`config.mk`:
```
export PLATFORM = sky130hd
export DESIGN_NAME = ppl_line_buffer
export DESIGN_NICKNAME = d
export VERILOG_FILES = /design/src/verilog/ppl_pkg.sv /design/src/verilog/ppl_pack_if.sv /design/src/verilog/ppl_packer.sv /design/src/verilog/ppl_line_buffer.sv
export SDC_FILE = /design/constraint.sdc
export NUM_CORES = 1
export LEC_CHECK = 0
export BUFFER_PORTS_ARGS = -buffer_cell sky130_fd_sc_hd__buf_2
export CORE_ASPECT_RATIO = 1.1
export CORE_UTILIZATION = 40
export CTS_CLUSTER_SIZE = 24
export DETAILED_ROUTE_END_ITERATION = 8
export PLACE_DENSITY = 0.64
export SYNTH_ARGS = -nofsm -noshare
export SYNTH_HDL_FRONTEND = slang
export SYNTH_SLANG_ARGS = --single-unit
```
`constraint.sdc`:
```
create_clock -name clock -period 10.2 [get_ports clock]
set_input_delay 2.04 -clock clock [delete_from_list [all_inputs] [get_ports clock]]
set_output_delay 2.04 -clock clock [all_outputs]
set_load 0.01 [all_outputs]
```
`src/verilog/ppl_pkg.sv`:
```
package ppl_pkg;
    // register indices; byte address is four times the index
    localparam logic [7:0]  PPL_IDX_MOTOR_DIR   = 8'h45;
    localparam logic [7:0]  PPL_IDX_PAUSE_KB    = 8'h4E;
    localparam logic [7:0]  PPL_IDX_RESUME_KB   = 8'h4F;
    localparam logic [7:0]  PPL_IDX_LINES_AFTER = 8'h54;
    localparam logic [7:0]  PPL_IDX_STEP_SIZE   = 8'h60;
    localparam logic [7:0]  PPL_IDX_CONTROL     = 8'h61;
    localparam logic [7:0]  PPL_IDX_STATUS      = 8'h62;
    localparam int          PPL_ADDR_W          = 12;
    // field positions
    localparam int          PPL_DIR_BIT         = 0;
    localparam int          PPL_CTL_SCAN_EN     = 0;
    localparam int          PPL_CTL_MICRO       = 1;
    localparam int          PPL_CTL_DEPTH_LO    = 2;
    localparam int          PPL_CTL_SRAM_LO     = 4;
    localparam int          PPL_CTL_S600        = 6;
    localparam int          PPL_STAT_PAUSED     = 24;
    localparam int          PPL_STAT_FINISH     = 25;
    // reset values
    localparam logic [7:0]  PPL_RST_MOTOR_DIR   = 8'h00;
    localparam logic [7:0]  PPL_RST_PAUSE_KB    = 8'h00;
    localparam logic [7:0]  PPL_RST_RESUME_KB   = 8'h00;
    localparam logic [7:0]  PPL_RST_LINES_AFTER = 8'h00;
    localparam logic [13:0] PPL_RST_STEP_SIZE   = 14'h0000;
    localparam logic [7:0]  PPL_RST_CONTROL     = 8'h00;
    // sizes and timing
    localparam int          PPL_SRAM_AW         = 18;
    localparam int          PPL_STEP_W          = 14;
    localparam int          PPL_PIX_PERIOD_MCLK = 24;
    localparam int          PPL_USTEP_PER_FULL  = 4;
    localparam logic [9:0]  PPL_KB_LOW_FULL     = 10'h3FF;
    localparam logic [17:0] PPL_SRAM_64K        = 18'h10000;
    localparam logic [17:0] PPL_SRAM_128K       = 18'h20000;
    localparam logic [17:0] PPL_SRAM_256K       = 18'h3FFFF;
    localparam logic [17:0] PPL_COEF_300        = 18'h04000;
    localparam logic [17:0] PPL_COEF_600        = 18'h08000;
    localparam logic [2:0]  PPL_DAC_FULL        = 3'h4;
    localparam logic [1:0]  PPL_RESP_OKAY       = 2'h0;
    localparam logic [1:0]  PPL_RESP_SLVERR     = 2'h2;

    typedef enum logic [1:0] {
        PPL_DEPTH_8 = 2'h0,
        PPL_DEPTH_4 = 2'h1,
        PPL_DEPTH_2 = 2'h2,
        PPL_DEPTH_1 = 2'h3
    } ppl_depth_t;

    typedef enum logic [2:0] {
        PPL_RUN    = 3'b001,
        PPL_FINISH = 3'b010,
        PPL_PAUSED = 3'b100
    } ppl_state_t;
endpackage

```
`src/verilog/ppl_pack_if.sv`:
```
`timescale 1ns/10ps
interface ppl_pack_if;
    logic       pix_valid;
    logic [7:0] pix_data;
    logic       line_end;
    logic [1:0] depth;
    logic       byte_valid;
    logic [7:0] byte_data;

    modport packer (input pix_valid, input pix_data, input line_end, input depth,
                    output byte_valid, output byte_data);
    modport buffer (output pix_valid, output pix_data, output line_end, output depth,
                    input byte_valid, input byte_data);
endinterface

```
`src/verilog/ppl_packer.sv`:
```
`timescale 1ns/10ps
module ppl_packer
    import ppl_pkg::*;
(
    input  wire logic clock,
    input  wire logic rst,
    ppl_pack_if.packer pk
);
    logic [7:0] acc_q;
    logic [2:0] cnt_q;
    logic [7:0] byte_q;
    logic       bv_q;
    logic [7:0] nxt;
    logic [2:0] last_cnt;

    always_comb begin
        last_cnt = 3'((4'h1 << pk.depth) - 4'h1);
        case (pk.depth)
            PPL_DEPTH_4: nxt = {acc_q[3:0], pk.pix_data[7:4]};
            PPL_DEPTH_2: nxt = {acc_q[5:0], pk.pix_data[7:6]};
            PPL_DEPTH_1: nxt = {acc_q[6:0], pk.pix_data[7]};
            default:     nxt = pk.pix_data;
        endcase
    end

    always_ff @(posedge clock or posedge rst) begin
        if (rst) begin
            acc_q  <= 8'h00;
            cnt_q  <= 3'h0;
            byte_q <= 8'h00;
            bv_q   <= 1'b0;
        end else begin
            bv_q <= 1'b0;
            if (pk.pix_valid) begin
                acc_q <= nxt;
                if (cnt_q == last_cnt) begin
                    byte_q <= nxt;
                    bv_q   <= 1'b1;
                    cnt_q  <= 3'h0;
                end else if (pk.line_end) begin
                    cnt_q <= 3'h0;
                end else begin
                    cnt_q <= cnt_q + 3'h1;
                end
            end
        end
    end

    assign pk.byte_valid = bv_q;
    assign pk.byte_data  = byte_q;
endmodule

```
`src/verilog/ppl_line_buffer.sv`:
```
// Register access over AXI4-Lite is this design's own decision.
`timescale 1ns/10ps
module ppl_line_buffer
    import ppl_pkg::*;
#(
    parameter int STEP_W = PPL_STEP_W
)(
    input  wire logic                   clock,
    input  wire logic                   rst,
    input  wire logic [PPL_ADDR_W-1:0]  s_axi_awaddr,
    input  wire logic                   s_axi_awvalid,
    output logic                        s_axi_awready,
    input  wire logic [31:0]            s_axi_wdata,
    input  wire logic [3:0]             s_axi_wstrb,
    input  wire logic                   s_axi_wvalid,
    output logic                        s_axi_wready,
    output logic [1:0]                  s_axi_bresp,
    output logic                        s_axi_bvalid,
    input  wire logic                   s_axi_bready,
    input  wire logic [PPL_ADDR_W-1:0]  s_axi_araddr,
    input  wire logic                   s_axi_arvalid,
    output logic                        s_axi_arready,
    output logic [31:0]                 s_axi_rdata,
    output logic [1:0]                  s_axi_rresp,
    output logic                        s_axi_rvalid,
    input  wire logic                   s_axi_rready,
    input  wire logic                   pix_valid,
    input  wire logic [7:0]             pix_data,
    input  wire logic                   pix_line_end,
    output logic                        pix_ready,
    output logic [PPL_SRAM_AW-1:0]      sram_addr,
    output logic [7:0]                  sram_wdata,
    output logic                        sram_we,
    output logic                        sram_re,
    input  wire logic [7:0]             sram_rdata,
    output logic [7:0]                  host_data,
    output logic                        host_valid,
    input  wire logic                   host_ready,
    output logic                        pause_req,
    output logic                        resume_req,
    output logic                        motor_a,
    output logic                        motor_a_n,
    output logic                        motor_b,
    output logic                        motor_b_n,
    output logic [2:0]                  dac_a,
    output logic [2:0]                  dac_b
);
    ppl_pack_if pk ();

    // register file
    logic [7:0]        dir_q;
    logic [7:0]        pause_kb_q;
    logic [7:0]        resume_kb_q;
    logic [7:0]        lines_after_q;
    logic [STEP_W-1:0] step_size_q;
    logic [7:0]        ctrl_q;

    // bus slave
    logic                  aw_held_q;
    logic                  w_held_q;
    logic [PPL_ADDR_W-1:0] awaddr_q;
    logic [31:0]           wdata_q;
    logic [3:0]            wstrb_q;
    logic                  bvalid_q;
    logic [1:0]            bresp_q;
    logic                  rvalid_q;
    logic [31:0]           rdata_q;
    logic [1:0]            rresp_q;
    logic                  do_write;
    logic [7:0]            w_idx;
    logic [7:0]            r_idx;

    // buffer
    ppl_state_t           state_q;
    logic [17:0]          fill_q;
    logic [17:0]          wr_off_q;
    logic [17:0]          rd_off_q;
    logic [2:0]           lines_left_q;
    logic                 rd_pend_q;
    logic [7:0]           host_data_q;
    logic                 host_valid_q;
    logic [17:0]          sram_bytes;
    logic [17:0]          coef_bytes;
    logic [17:0]          buf_size;
    logic                 accepting;
    logic                 do_rd;
    logic                 pause_hit;
    logic                 resume_hit;
    logic                 pause_q;
    logic                 resume_q;

    // motor timebase
    logic [4:0]        pix_div_q;
    logic              pix_tick;
    logic [STEP_W-1:0] step_cnt_q;
    logic              ustep_tick;
    logic [3:0]        ustep_q;
    logic [3:0]        pos_a;
    logic [3:0]        pos_b;
    logic              motor_run;
    logic              ma_q;
    logic              man_q;
    logic              mb_q;
    logic              mbn_q;
    logic [2:0]        da_q;
    logic [2:0]        db_q;

    ppl_packer u_packer (
        .clock (clock),
        .rst   (rst),
        .pk    (pk)
    );

    assign pk.pix_valid = pix_valid & pix_ready;
    assign pk.pix_data  = pix_data;
    assign pk.line_end  = pix_line_end;
    assign pk.depth     = ctrl_q[PPL_CTL_DEPTH_LO+1:PPL_CTL_DEPTH_LO];

    // write channel: address and data taken in either order
    assign s_axi_awready = ~aw_held_q & ~bvalid_q;
    assign s_axi_wready  = ~w_held_q & ~bvalid_q;
    assign do_write      = aw_held_q & w_held_q & ~bvalid_q;
    assign w_idx         = awaddr_q[9:2];
    assign r_idx         = s_axi_araddr[9:2];

    always_ff @(posedge clock or posedge rst) begin
        if (rst) begin
            aw_held_q <= 1'b0;
            w_held_q  <= 1'b0;
            awaddr_q  <= '0;
            wdata_q   <= 32'h0000_0000;
            wstrb_q   <= 4'h0;
            bvalid_q  <= 1'b0;
            bresp_q   <= PPL_RESP_OKAY;
        end else begin
            if (s_axi_awvalid & s_axi_awready) begin
                aw_held_q <= 1'b1;
                awaddr_q  <= s_axi_awaddr;
            end
            if (s_axi_wvalid & s_axi_wready) begin
                w_held_q <= 1'b1;
                wdata_q  <= s_axi_wdata;
                wstrb_q  <= s_axi_wstrb;
            end
            if (do_write) begin
                aw_held_q <= 1'b0;
                w_held_q  <= 1'b0;
                bvalid_q  <= 1'b1;
                if (awaddr_q[PPL_ADDR_W-1:10] == '0 && (w_idx == PPL_IDX_MOTOR_DIR
                    || w_idx == PPL_IDX_PAUSE_KB || w_idx == PPL_IDX_RESUME_KB
                    || w_idx == PPL_IDX_LINES_AFTER || w_idx == PPL_IDX_STEP_SIZE
                    || w_idx == PPL_IDX_CONTROL || w_idx == PPL_IDX_STATUS)) begin
                    bresp_q <= PPL_RESP_OKAY;
                end else begin
                    bresp_q <= PPL_RESP_SLVERR;
                end
            end else if (bvalid_q & s_axi_bready) begin
                bvalid_q <= 1'b0;
            end
        end
    end

    always_ff @(posedge clock or posedge rst) begin
        if (rst) begin
            dir_q         <= PPL_RST_MOTOR_DIR;
            pause_kb_q    <= PPL_RST_PAUSE_KB;
            resume_kb_q   <= PPL_RST_RESUME_KB;
            lines_after_q <= PPL_RST_LINES_AFTER;
            step_size_q   <= PPL_RST_STEP_SIZE;
            ctrl_q        <= PPL_RST_CONTROL;
        end else if (do_write && awaddr_q[PPL_ADDR_W-1:10] == '0) begin
            if (w_idx == PPL_IDX_MOTOR_DIR && wstrb_q[0]) begin
                dir_q <= wdata_q[7:0];
            end else if (w_idx == PPL_IDX_PAUSE_KB && wstrb_q[0]) begin
                pause_kb_q <= wdata_q[7:0];
            end else if (w_idx == PPL_IDX_RESUME_KB && wstrb_q[0]) begin
                resume_kb_q <= wdata_q[7:0];
            end else if (w_idx == PPL_IDX_LINES_AFTER && wstrb_q[0]) begin
                lines_after_q <= wdata_q[7:0];
            end else if (w_idx == PPL_IDX_STEP_SIZE) begin
                if (wstrb_q[0]) begin
                    step_size_q[7:0] <= wdata_q[7:0];
                end
                if (wstrb_q[1]) begin
                    step_size_q[STEP_W-1:8] <= wdata_q[STEP_W-1:8];
                end
            end else if (w_idx == PPL_IDX_CONTROL && wstrb_q[0]) begin
                ctrl_q <= wdata_q[7:0];
            end
        end
    end

    // read channel
    assign s_axi_arready = ~rvalid_q;

    always_ff @(posedge clock or posedge rst) begin
        if (rst) begin
            rvalid_q <= 1'b0;
            rdata_q  <= 32'h0000_0000;
            rresp_q  <= PPL_RESP_OKAY;
        end else if (s_axi_arvalid & s_axi_arready) begin
            rvalid_q <= 1'b1;
            rresp_q  <= PPL_RESP_OKAY;
            rdata_q  <= 32'h0000_0000;
            if (s_axi_araddr[PPL_ADDR_W-1:10] != '0) begin
                rresp_q <= PPL_RESP_SLVERR;
            end else if (r_idx == PPL_IDX_MOTOR_DIR) begin
                rdata_q[7:0] <= dir_q;
            end else if (r_idx == PPL_IDX_PAUSE_KB) begin
                rdata_q[7:0] <= pause_kb_q;
            end else if (r_idx == PPL_IDX_RESUME_KB) begin
                rdata_q[7:0] <= resume_kb_q;
            end else if (r_idx == PPL_IDX_LINES_AFTER) begin
                rdata_q[7:0] <= lines_after_q;
            end else if (r_idx == PPL_IDX_STEP_SIZE) begin
                rdata_q[STEP_W-1:0] <= step_size_q;
            end else if (r_idx == PPL_IDX_CONTROL) begin
                rdata_q[7:0] <= ctrl_q;
            end else if (r_idx == PPL_IDX_STATUS) begin
                rdata_q[17:0]            <= fill_q;
                rdata_q[PPL_STAT_PAUSED] <= (state_q == PPL_PAUSED);
                rdata_q[PPL_STAT_FINISH] <= (state_q == PPL_FINISH);
            end else begin
                rresp_q <= PPL_RESP_SLVERR;
            end
        end else if (rvalid_q & s_axi_rready) begin
            rvalid_q <= 1'b0;
        end
    end

    assign s_axi_bvalid = bvalid_q;
    assign s_axi_bresp  = bresp_q;
    assign s_axi_rvalid = rvalid_q;
    assign s_axi_rdata  = rdata_q;
    assign s_axi_rresp  = rresp_q;

    // buffer area geometry
    always_comb begin
        case (ctrl_q[PPL_CTL_SRAM_LO+1:PPL_CTL_SRAM_LO])
            2'h0:    sram_bytes = PPL_SRAM_64K;
            2'h1:    sram_bytes = PPL_SRAM_128K;
            default: sram_bytes = PPL_SRAM_256K;
        endcase
        coef_bytes = ctrl_q[PPL_CTL_S600] ? PPL_COEF_600 : PPL_COEF_300;
        buf_size   = sram_bytes - coef_bytes;
    end

    // one packed byte may be in flight, so keep one slot spare
    assign accepting = (state_q != PPL_PAUSED) && (fill_q < buf_size - 18'h1);
    assign pix_ready = accepting;
    assign do_rd     = ~pk.byte_valid & (fill_q != 18'h0) & ~rd_pend_q & ~host_valid_q;

    // single SRAM port, packer writes win
    assign sram_we    = pk.byte_valid;
    assign sram_re    = do_rd;
    assign sram_wdata = pk.byte_data;
    assign sram_addr  = coef_bytes + (pk.byte_valid ? wr_off_q : rd_off_q);

    always_ff @(posedge clock or posedge rst) begin
        if (rst) begin
            wr_off_q <= 18'h0;
            rd_off_q <= 18'h0;
            fill_q   <= 18'h0;
        end else begin
            if (pk.byte_valid) begin
                wr_off_q <= (wr_off_q == buf_size - 18'h1) ? 18'h0 : wr_off_q + 18'h1;
                fill_q   <= fill_q + 18'h1;
            end else if (do_rd) begin
                rd_off_q <= (rd_off_q == buf_size - 18'h1) ? 18'h0 : rd_off_q + 18'h1;
                fill_q   <= fill_q - 18'h1;
            end
        end
    end

    // host output stage, sync SRAM read data one cycle later
    always_ff @(posedge clock or posedge rst) begin
        if (rst) begin
            rd_pend_q    <= 1'b0;
            host_valid_q <= 1'b0;
            host_data_q  <= 8'h00;
        end else begin
            rd_pend_q <= do_rd;
            if (rd_pend_q) begin
                host_valid_q <= 1'b1;
                host_data_q  <= sram_rdata;
            end else if (host_valid_q & host_ready) begin
                host_valid_q <= 1'b0;
            end
        end
    end

    assign host_valid = host_valid_q;
    assign host_data  = host_data_q;

    // pause and resume flow
    assign pause_hit  = fill_q == {pause_kb_q, 10'h000};
    assign resume_hit = fill_q == {resume_kb_q, PPL_KB_LOW_FULL};

    always_ff @(posedge clock or posedge rst) begin
        if (rst) begin
            state_q      <= PPL_RUN;
            lines_left_q <= 3'h0;
            pause_q      <= 1'b0;
            resume_q     <= 1'b0;
        end else begin
            pause_q  <= 1'b0;
            resume_q <= 1'b0;
            if (!ctrl_q[PPL_CTL_SCAN_EN]) begin
                state_q <= PPL_RUN;
            end else begin
                case (state_q)
                    PPL_RUN: begin
                        if (pause_hit) begin
                            pause_q      <= 1'b1;
                            lines_left_q <= lines_after_q[2:0];
                            state_q      <= PPL_FINISH;
                        end
                    end
                    PPL_FINISH: begin
                        if (pix_valid & pix_ready & pix_line_end) begin
                            if (lines_left_q == 3'h0) begin
                                state_q <= PPL_PAUSED;
                            end else begin
                                lines_left_q <= lines_left_q - 3'h1;
                            end
                        end
                    end
                    PPL_PAUSED: begin
                        if (resume_hit) begin
                            resume_q <= 1'b1;
                            state_q  <= PPL_RUN;
                        end
                    end
                    default: state_q <= PPL_RUN;
                endcase
            end
        end
    end

    assign pause_req  = pause_q;
    assign resume_req = resume_q;

    // pixel period and microstep timebase
    assign pix_tick   = pix_div_q == 5'(PPL_PIX_PERIOD_MCLK - 1);
    assign motor_run  = ctrl_q[PPL_CTL_SCAN_EN] && state_q == PPL_RUN;
    assign ustep_tick = motor_run && pix_tick && step_size_q != '0
                        && step_cnt_q == step_size_q - 1'b1;

    always_ff @(posedge clock or posedge rst) begin
        if (rst) begin
            pix_div_q <= 5'h00;
        end else begin
            pix_div_q <= pix_tick ? 5'h00 : pix_div_q + 5'h01;
        end
    end

    always_ff @(posedge clock or posedge rst) begin
        if (rst) begin
            step_cnt_q <= '0;
            ustep_q    <= 4'h0;
        end else if (!motor_run) begin
            step_cnt_q <= '0;
        end else if (pix_tick) begin
            step_cnt_q <= ustep_tick ? '0 : step_cnt_q + 1'b1;
            if (ustep_tick) begin
                ustep_q <= ustep_q + 4'h1;
            end
        end
    end

    // phase b sits four microsteps (quarter cycle) from phase a
    always_comb begin
        pos_a = ustep_q;
        if (!ctrl_q[PPL_CTL_MICRO]) begin
            pos_a = {ustep_q[3:2], 2'h2};
        end
        pos_b = dir_q[PPL_DIR_BIT] ? pos_a - 4'(PPL_USTEP_PER_FULL)
                                   : pos_a + 4'(PPL_USTEP_PER_FULL);
    end

    function automatic logic [2:0] ppl_sine_mag(input logic [3:0] p);
        logic [2:0] m;
        m = p[2] ? 3'(4'h8 - {1'b0, p[2:0]}) : p[2:0];
        return m;
    endfunction

    always_ff @(posedge clock or posedge rst) begin
        if (rst) begin
            ma_q  <= 1'b0;
            man_q <= 1'b0;
            mb_q  <= 1'b0;
            mbn_q <= 1'b0;
            da_q  <= 3'h0;
            db_q  <= 3'h0;
        end else if (!ctrl_q[PPL_CTL_SCAN_EN]) begin
            ma_q  <= 1'b0;
            man_q <= 1'b0;
            mb_q  <= 1'b0;
            mbn_q <= 1'b0;
            da_q  <= 3'h0;
            db_q  <= 3'h0;
        end else if (ctrl_q[PPL_CTL_MICRO]) begin
            da_q  <= ppl_sine_mag(pos_a);
            db_q  <= ppl_sine_mag(pos_b);
            ma_q  <= ~pos_a[3] & (ppl_sine_mag(pos_a) != 3'h0);
            man_q <= pos_a[3] & (ppl_sine_mag(pos_a) != 3'h0);
            mb_q  <= ~pos_b[3] & (ppl_sine_mag(pos_b) != 3'h0);
            mbn_q <= pos_b[3] & (ppl_sine_mag(pos_b) != 3'h0);
        end else begin
            da_q  <= PPL_DAC_FULL;
            db_q  <= PPL_DAC_FULL;
            ma_q  <= ~pos_a[3];
            man_q <= pos_a[3];
            mb_q  <= ~pos_b[3];
            mbn_q <= pos_b[3];
        end
    end

    assign motor_a   = ma_q;
    assign motor_a_n = man_q;
    assign motor_b   = mb_q;
    assign motor_b_n = mbn_q;
    assign dac_a     = da_q;
    assign dac_b     = db_q;
endmodule

```
==> Yosys cells after proc, flatten, opt, wreduce, memory -nomap -nowiden <==
Cells that the tools add are included.
{ "word_totals": {"ff_bits": 234, "input_bits": 86, "output_inout_bits": 91, "wordCells": 264} }
{ "classes": {"addsub": 18, "magnitude_cmp": 1, "eq_ne": 37, "n_shift": 1, "mux": 89, "bitwise": 33, "n_reduce_logical": 45} }
{ "op_table": {"columns": ["op", "count"], "rows": [
  ["2-to-1 mux 18 bit", 7],
  ["== test 8 x 7 -> 1 bit, second input constant", 14],
  ["== test 18 bit", 4],
  ["2-to-1 mux 14 bit", 4],
  ["adder 18 x 1 -> 18 bit, second input constant", 3],
  ["2-to-1 mux 10 bit", 5],
  ["2-to-1 mux 3 bit", 16],
  ["2-to-1 mux 8 bit", 5],
  ["2-to-1 mux 2 bit", 18],
  ["one-hot mux 18 bit (2 select lines)", 1],
  ["subtractor 18 x 1 -> 18 bit, second input constant", 2],
  ["2-to-1 mux 1 bit", 26],
  ["one-hot mux 8 bit (3 select lines)", 1],
  ["AND reduction 7 bit", 3],
  ["AND 1 bit", 19],
  ["adder 16 x 18 -> 18 bit", 1],
  ["less-than comparator 18 bit", 1],
  ["nonzero test 18 bit", 1],
  ["subtractor 18 x 16 -> 18 bit", 1],
  ["2-to-1 mux 16 bit", 1],
  ["nonzero test 2 bit", 8],
  ["adder 14 x 1 -> 14 bit, second input constant", 1],
  ["== test 14 bit", 1],
  ["inverter 1 bit", 14],
  ["other kinds (34)", 67]
]} }

==> Longest topological paths before layout <==
{ "logic_depth": {"word_depth": 11, "ltp_mapped": 15, "mapped_depth_nobuf": 13} }

==> Hierarchy <==
From an unflattened synthesis, not the netlist that was laid out.
{ "unflattened": {"cells_unflattened": 1188, "area_unflattened_um2": 12569.6} }
{ "modules_own_cells": {"columns": ["mod", "n_inst", "cells_each", "area_each_um2", "seq_area_each_um2"], "rows": [
  ["ppl_line_buffer", 1, 1123, 11527.3, 5256.3],
  ["ppl_packer", 1, 65, 1042.2, 475.5]
]} }

==> Worst setup path before layout <==
No wires, ideal clock.
{ "synth_path": {"path_kind": "reg2out", "startpoint": "reg u_packer.bv_q, in the netlist u_packer.pk.byte_valid", "endpoint": "out sram_addr[17]", "t_arrival_ns": 2.323, "required_time_ns": 8.160, "slack_ns": 5.837, "stages_incl_launch_ff": 11, "path_buffers": 2, "cell_sequence": "dfrtp_1 -> buf_1 -> clkbuf_1 -> mux2i_1 -> inv_1 -> ha_1 -> a21o_1 -> nand2_1 -> xnor2_1 -> nor2_1 -> a21oi_1"} }
{ "synth_between": {"elab_chain_len": 2} }
{ "synth_rtl": {"columns": ["element", "line_no", "rtl"], "rows": [
  ["start: declaration", "ppl_packer.sv:12", "logic bv_q;"],
  ["start signal: assignment", "ppl_packer.sv:31", "bv_q <= 1'b0;"],
  ["start signal: assignment", "ppl_packer.sv:33", "bv_q <= 1'b0;"],
  ["start signal: assignment", "ppl_packer.sv:38", "bv_q <= 1'b1;"],
  ["2-to-1 mux 18 bit", "ppl_line_buffer.sv:257", "assign sram_addr = coef_bytes + (pk.byte_valid ? wr_off_q : rd_off_q);"],
  ["adder 16 x 18 -> 18 bit", "ppl_line_buffer.sv:257", null],
  ["end: declaration", "ppl_line_buffer.sv:31", "output logic [PPL_SRAM_AW-1:0] sram_addr,"]
]} }
Every way passes these cells.

==> Worst setup path after layout <==
{ "layout_path": {"startpoint": "reg ctrl_q[6]", "endpoint": "out pix_ready"} }
{ "layout_between": {"elab_chain_len": 5} }
{ "layout_rtl": {"columns": ["element", "line_no", "rtl"], "rows": [
  ["start: declaration", "ppl_line_buffer.sv:56", "logic [7:0] ctrl_q;"],
  ["start signal: assignment", "ppl_line_buffer.sv:188", "ctrl_q <= wdata_q[7:0];"],
  ["2-to-1 mux 16 bit", "ppl_line_buffer.sv:244", "coef_bytes = ctrl_q[PPL_CTL_S600] ? PPL_COEF_600 : PPL_COEF_300;"],
  ["subtractor 18 x 16 -> 18 bit", "ppl_line_buffer.sv:245", "buf_size = sram_bytes - coef_bytes;"],
  ["subtractor 18 x 1 -> 18 bit", "ppl_line_buffer.sv:249", "assign accepting = (state_q != PPL_PAUSED) && (fill_q < buf_size - 18'h1);"],
  ["less-than comparator 18 bit", "ppl_line_buffer.sv:249", null],
  ["logical AND 1 bit", "ppl_line_buffer.sv:249", null],
  ["end: declaration", "ppl_line_buffer.sv:30", "output logic pix_ready,"]
]} }
Every way passes these cells.

==> impl_metrics.yaml <==
final_layout:
  fin_area_sq_um: 14500
  insertedDiodeCount: 0
  drive_gt1_share_pct: 24.9
  syn_to_final_growth_pct: 16.5
  nets: 1458
  num-fill-cells: 2876
pwr:
  pwr-share-clk_pct: 30.8
  switching_share_pct: 34.8
  ir_drop_v: 0.000142
  seq_power_share_pct: 37.5
  leakagePower_nw: 6.84
  combPwrFrac_pct: 31.7
  p_int_w: 0.00231
  power.density_nw_per_um2: 245
  netSwitchingPower_w: 0.00124
drt:
  num_vias: 9520
  drt_pass1_iterations: 6
  drt_iter0_markers: 697
  post_drt_wl_per_cell_um: 17.2
  antenna_left: 0
  detail_route.vias_per_cell: 5.38
  routed_wl_um: 30400
  drc: 0
timing:
  hold_viol: 0
  tightest_slew_ps: 1280
  maxSlewHeadroom_pct: 13.8
  fin_crit_sh_pct: 50.5
  finalSetupViolCount: 0
  rsz0062_at_grt: "false"
  min_period_ps: 5160
  fin_tns_setup_ps: 0
  slew_viol_final: 0
  worst_clock_skew_ps: 23.8
  max_freq_mhz: 194
synthesis:
  synth_seq_area_share_pct: 46.2
  yosys_warnings: 0
  synth_top_area_share_pct: 45.9
  synthTopCellsByArea: "dfrtp_1, mux2_2, nand2_1"
  synth_most_common_cell: "dfrtp_1"
  ys_ff_latch: 229
  async_flop_share_pct: 100
  avgSynthCellArea_sq_um: 10.3
  synth_top_cell_by_area: "dfrtp_1"
  synth-edff-count: 0
  yosys-top-cells-count: "dfrtp_1, nand2_1, mux2_2"
  yosys.cell_types.count: 75
  synth_ff_type: "dfrtp_1"
  syn_inst: 1204
  netlist_area_sq_um: 12400
clocking:
  cts_resized: 0
  cts_hold_buf: 0
  cts_made_buffers: 27
  cts_tree: "built"
  cts.path.max_buffers: 3
  htree_levels: 1
  clockRootBuffer: "clkbuf_16"
  clk_latency_ps: 550
  cts.sinks: 229
  cts_setup_buffers: 0
  clkSlewWorstSetupHoldPaths_ps: 60
floorplanning:
  chipWidth_um: 170
  fp-row-count: 67
  ioPinCount: 177
  die_y_um: 187
  start_util_pct: 40.7
  core_area_sq_um: 30500
  dieArea_sq_um: 31800
place:
  numPortBuffers: 138
  place_congestion: 0.826
  place_hpwl_um: 21500
  placed_area_sq_um: 13400
min_path:
  hold_depth: 1
  min_path_type: "reg -> reg"
  whs_endpoint: "pix_div_q[0]"
  hold_path_startpoint: "pix_div_q[0]"
grt:
  antenna_found_initial: 0
  track_usage_pct: 19.3
  gr-total-overflow: 0
  grt_max_degree: 112
  grt_pass1_wl_um: 49500
  grt_pass1_vias: 9341
worst_setup_path:
  r2r_cells: 12
  cp.required_ps: 8160
  r2r-end: "u_packer.pk.byte_data[0]"
  worstReg2RegStart: "ctrl_q[6]"
  cp_max_fo: 11
  ff2ff_setup_slack_ps: 6720
  cp-start-kind: "flop"
  crit_type: "reg -> out"
  crit_path_end_kind: "output pin"
  cp_data_arrival_time_ps: 3120
outcome:
  run_status: "finished, final reports clean"
run:
  cap_violations: 0
[sequential cells by signal (all words and copies together) (netlist names), 3 cells and up]
signal                 count
s_axi_rdata               20
fill_q                    18
rd_off_q                  18
wr_off_q                  18
step_cnt_q                14
step_size_q               14
wdata_q                   14
awaddr_q                  10
ctrl_q                     8
dir_q                      8
host_data                  8
lines_after_q              8
pause_kb_q                 8
resume_kb_q                8
u_packer.pk.byte_data      8
u_packer.acc_q             7
pix_div_q                  5
ustep_q                    4
dac_b                      3
lines_left_q               3
state_q                    3
u_packer.cnt_q             3
[worst max-delay path by stage]
stage,cells after the start,slack (ps),to,start
after floorplan,1,1890,aw_held_q,rst
after global placement,6,5490,s_axi_rdata[5],s_axi_araddr[2]
after detailed placement,6,5510,s_axi_rdata[5],s_axi_araddr[2]
after CTS,11,5010,pix_ready,ctrl_q[6]
after global routing,11,4840,pix_ready,ctrl_q[6]
final,11,5040,pix_ready,ctrl_q[6]
[final cells by class]
class                      count  area, sq um  area share, %
clock buffer                  34          752           5.20
clock inverter                16          268           1.85
inverter                      33          131          0.908
multi-input combinational    899         6330           43.8
sequential                   229         5730           39.6
tap                          414          518           3.58
timing repair buffer         144          736           5.09
[logic make-up after synthesis]
family / share of synthesized area, %
buffers and inverters: 3.28
flip-flops: 46.2
multiplexers: 13.1
other: 0.0302
AO/OA/AOI/OAI: 9.96
adder cells (fa/ha/maj): 3.95
AND/OR/NAND/NOR: 16.7
XOR/XNOR: 6.83
[cells in the final DEF, fill, tap and decap left out, drive strengths merged, types with 9 or more instances in the layout]
cell type and instances:
buf 144, nand2 136, nor4 14, clkbuf 34
mux2 112, nand4 17, nand3 43, xnor2 40
nor3 21, conb 14, nand2b 15, ha 36
dfrtp 228, inv 35, nor2 93, and3 25
o21ai 73, a21o 11, nor2b 9, a21oi 48
xor2 56, mux2i 18
[worst max-delay path, stage by stage, from the launching register on]
cell     delay (ps)
dfrtp_1         550
inv_1           200
ha_1            220
o21a_1          170
o21a_1          190
nor2_1          180
ha_1            170
nand4_1         110
nor3_1          290
nand2_1         130
and3_1          230
buf_2           140
[metal layers]
metal,part of all wire (%),up-vias,routed length (um),global-route usage [%]
li1,-,4533,-,-
met1,47,4655,14200,27.3
met2,45,295,13700,30.4
met3,6.4,37,1960,3.50
met4,1.7,0,524,5.13
met5,0,-,0,0
[power groups by stage]
stage          sequential [W]  combinational (W)  clock, W
5_1_grt               0.00136            0.00127   0.00116
3_5_place_dp          0.00134            0.00112         0
4_1_cts               0.00133            0.00113   0.00111
6_report              0.00133            0.00112   0.00109
3_3_place_gp          0.00134            0.00109         0
2_1_floorplan         0.00125           0.000887         0
[metrics by stage]
step                hold slack, ps  utilization, %  power (W)  instances  worst slack, ps
finish                         469            47.4    0.00355       1769             5040
detailed placement             456            44.1    0.00247       1719             5510
CTS                            464            47.4    0.00357       1769             5010
global route                   496            47.4    0.00378       1769             4840
global placement               445            44.1    0.00243       1719             5490
floorplan                      431               -    0.00214       1217             1890
Note: power is estimated with default switching activity, not from simulation.
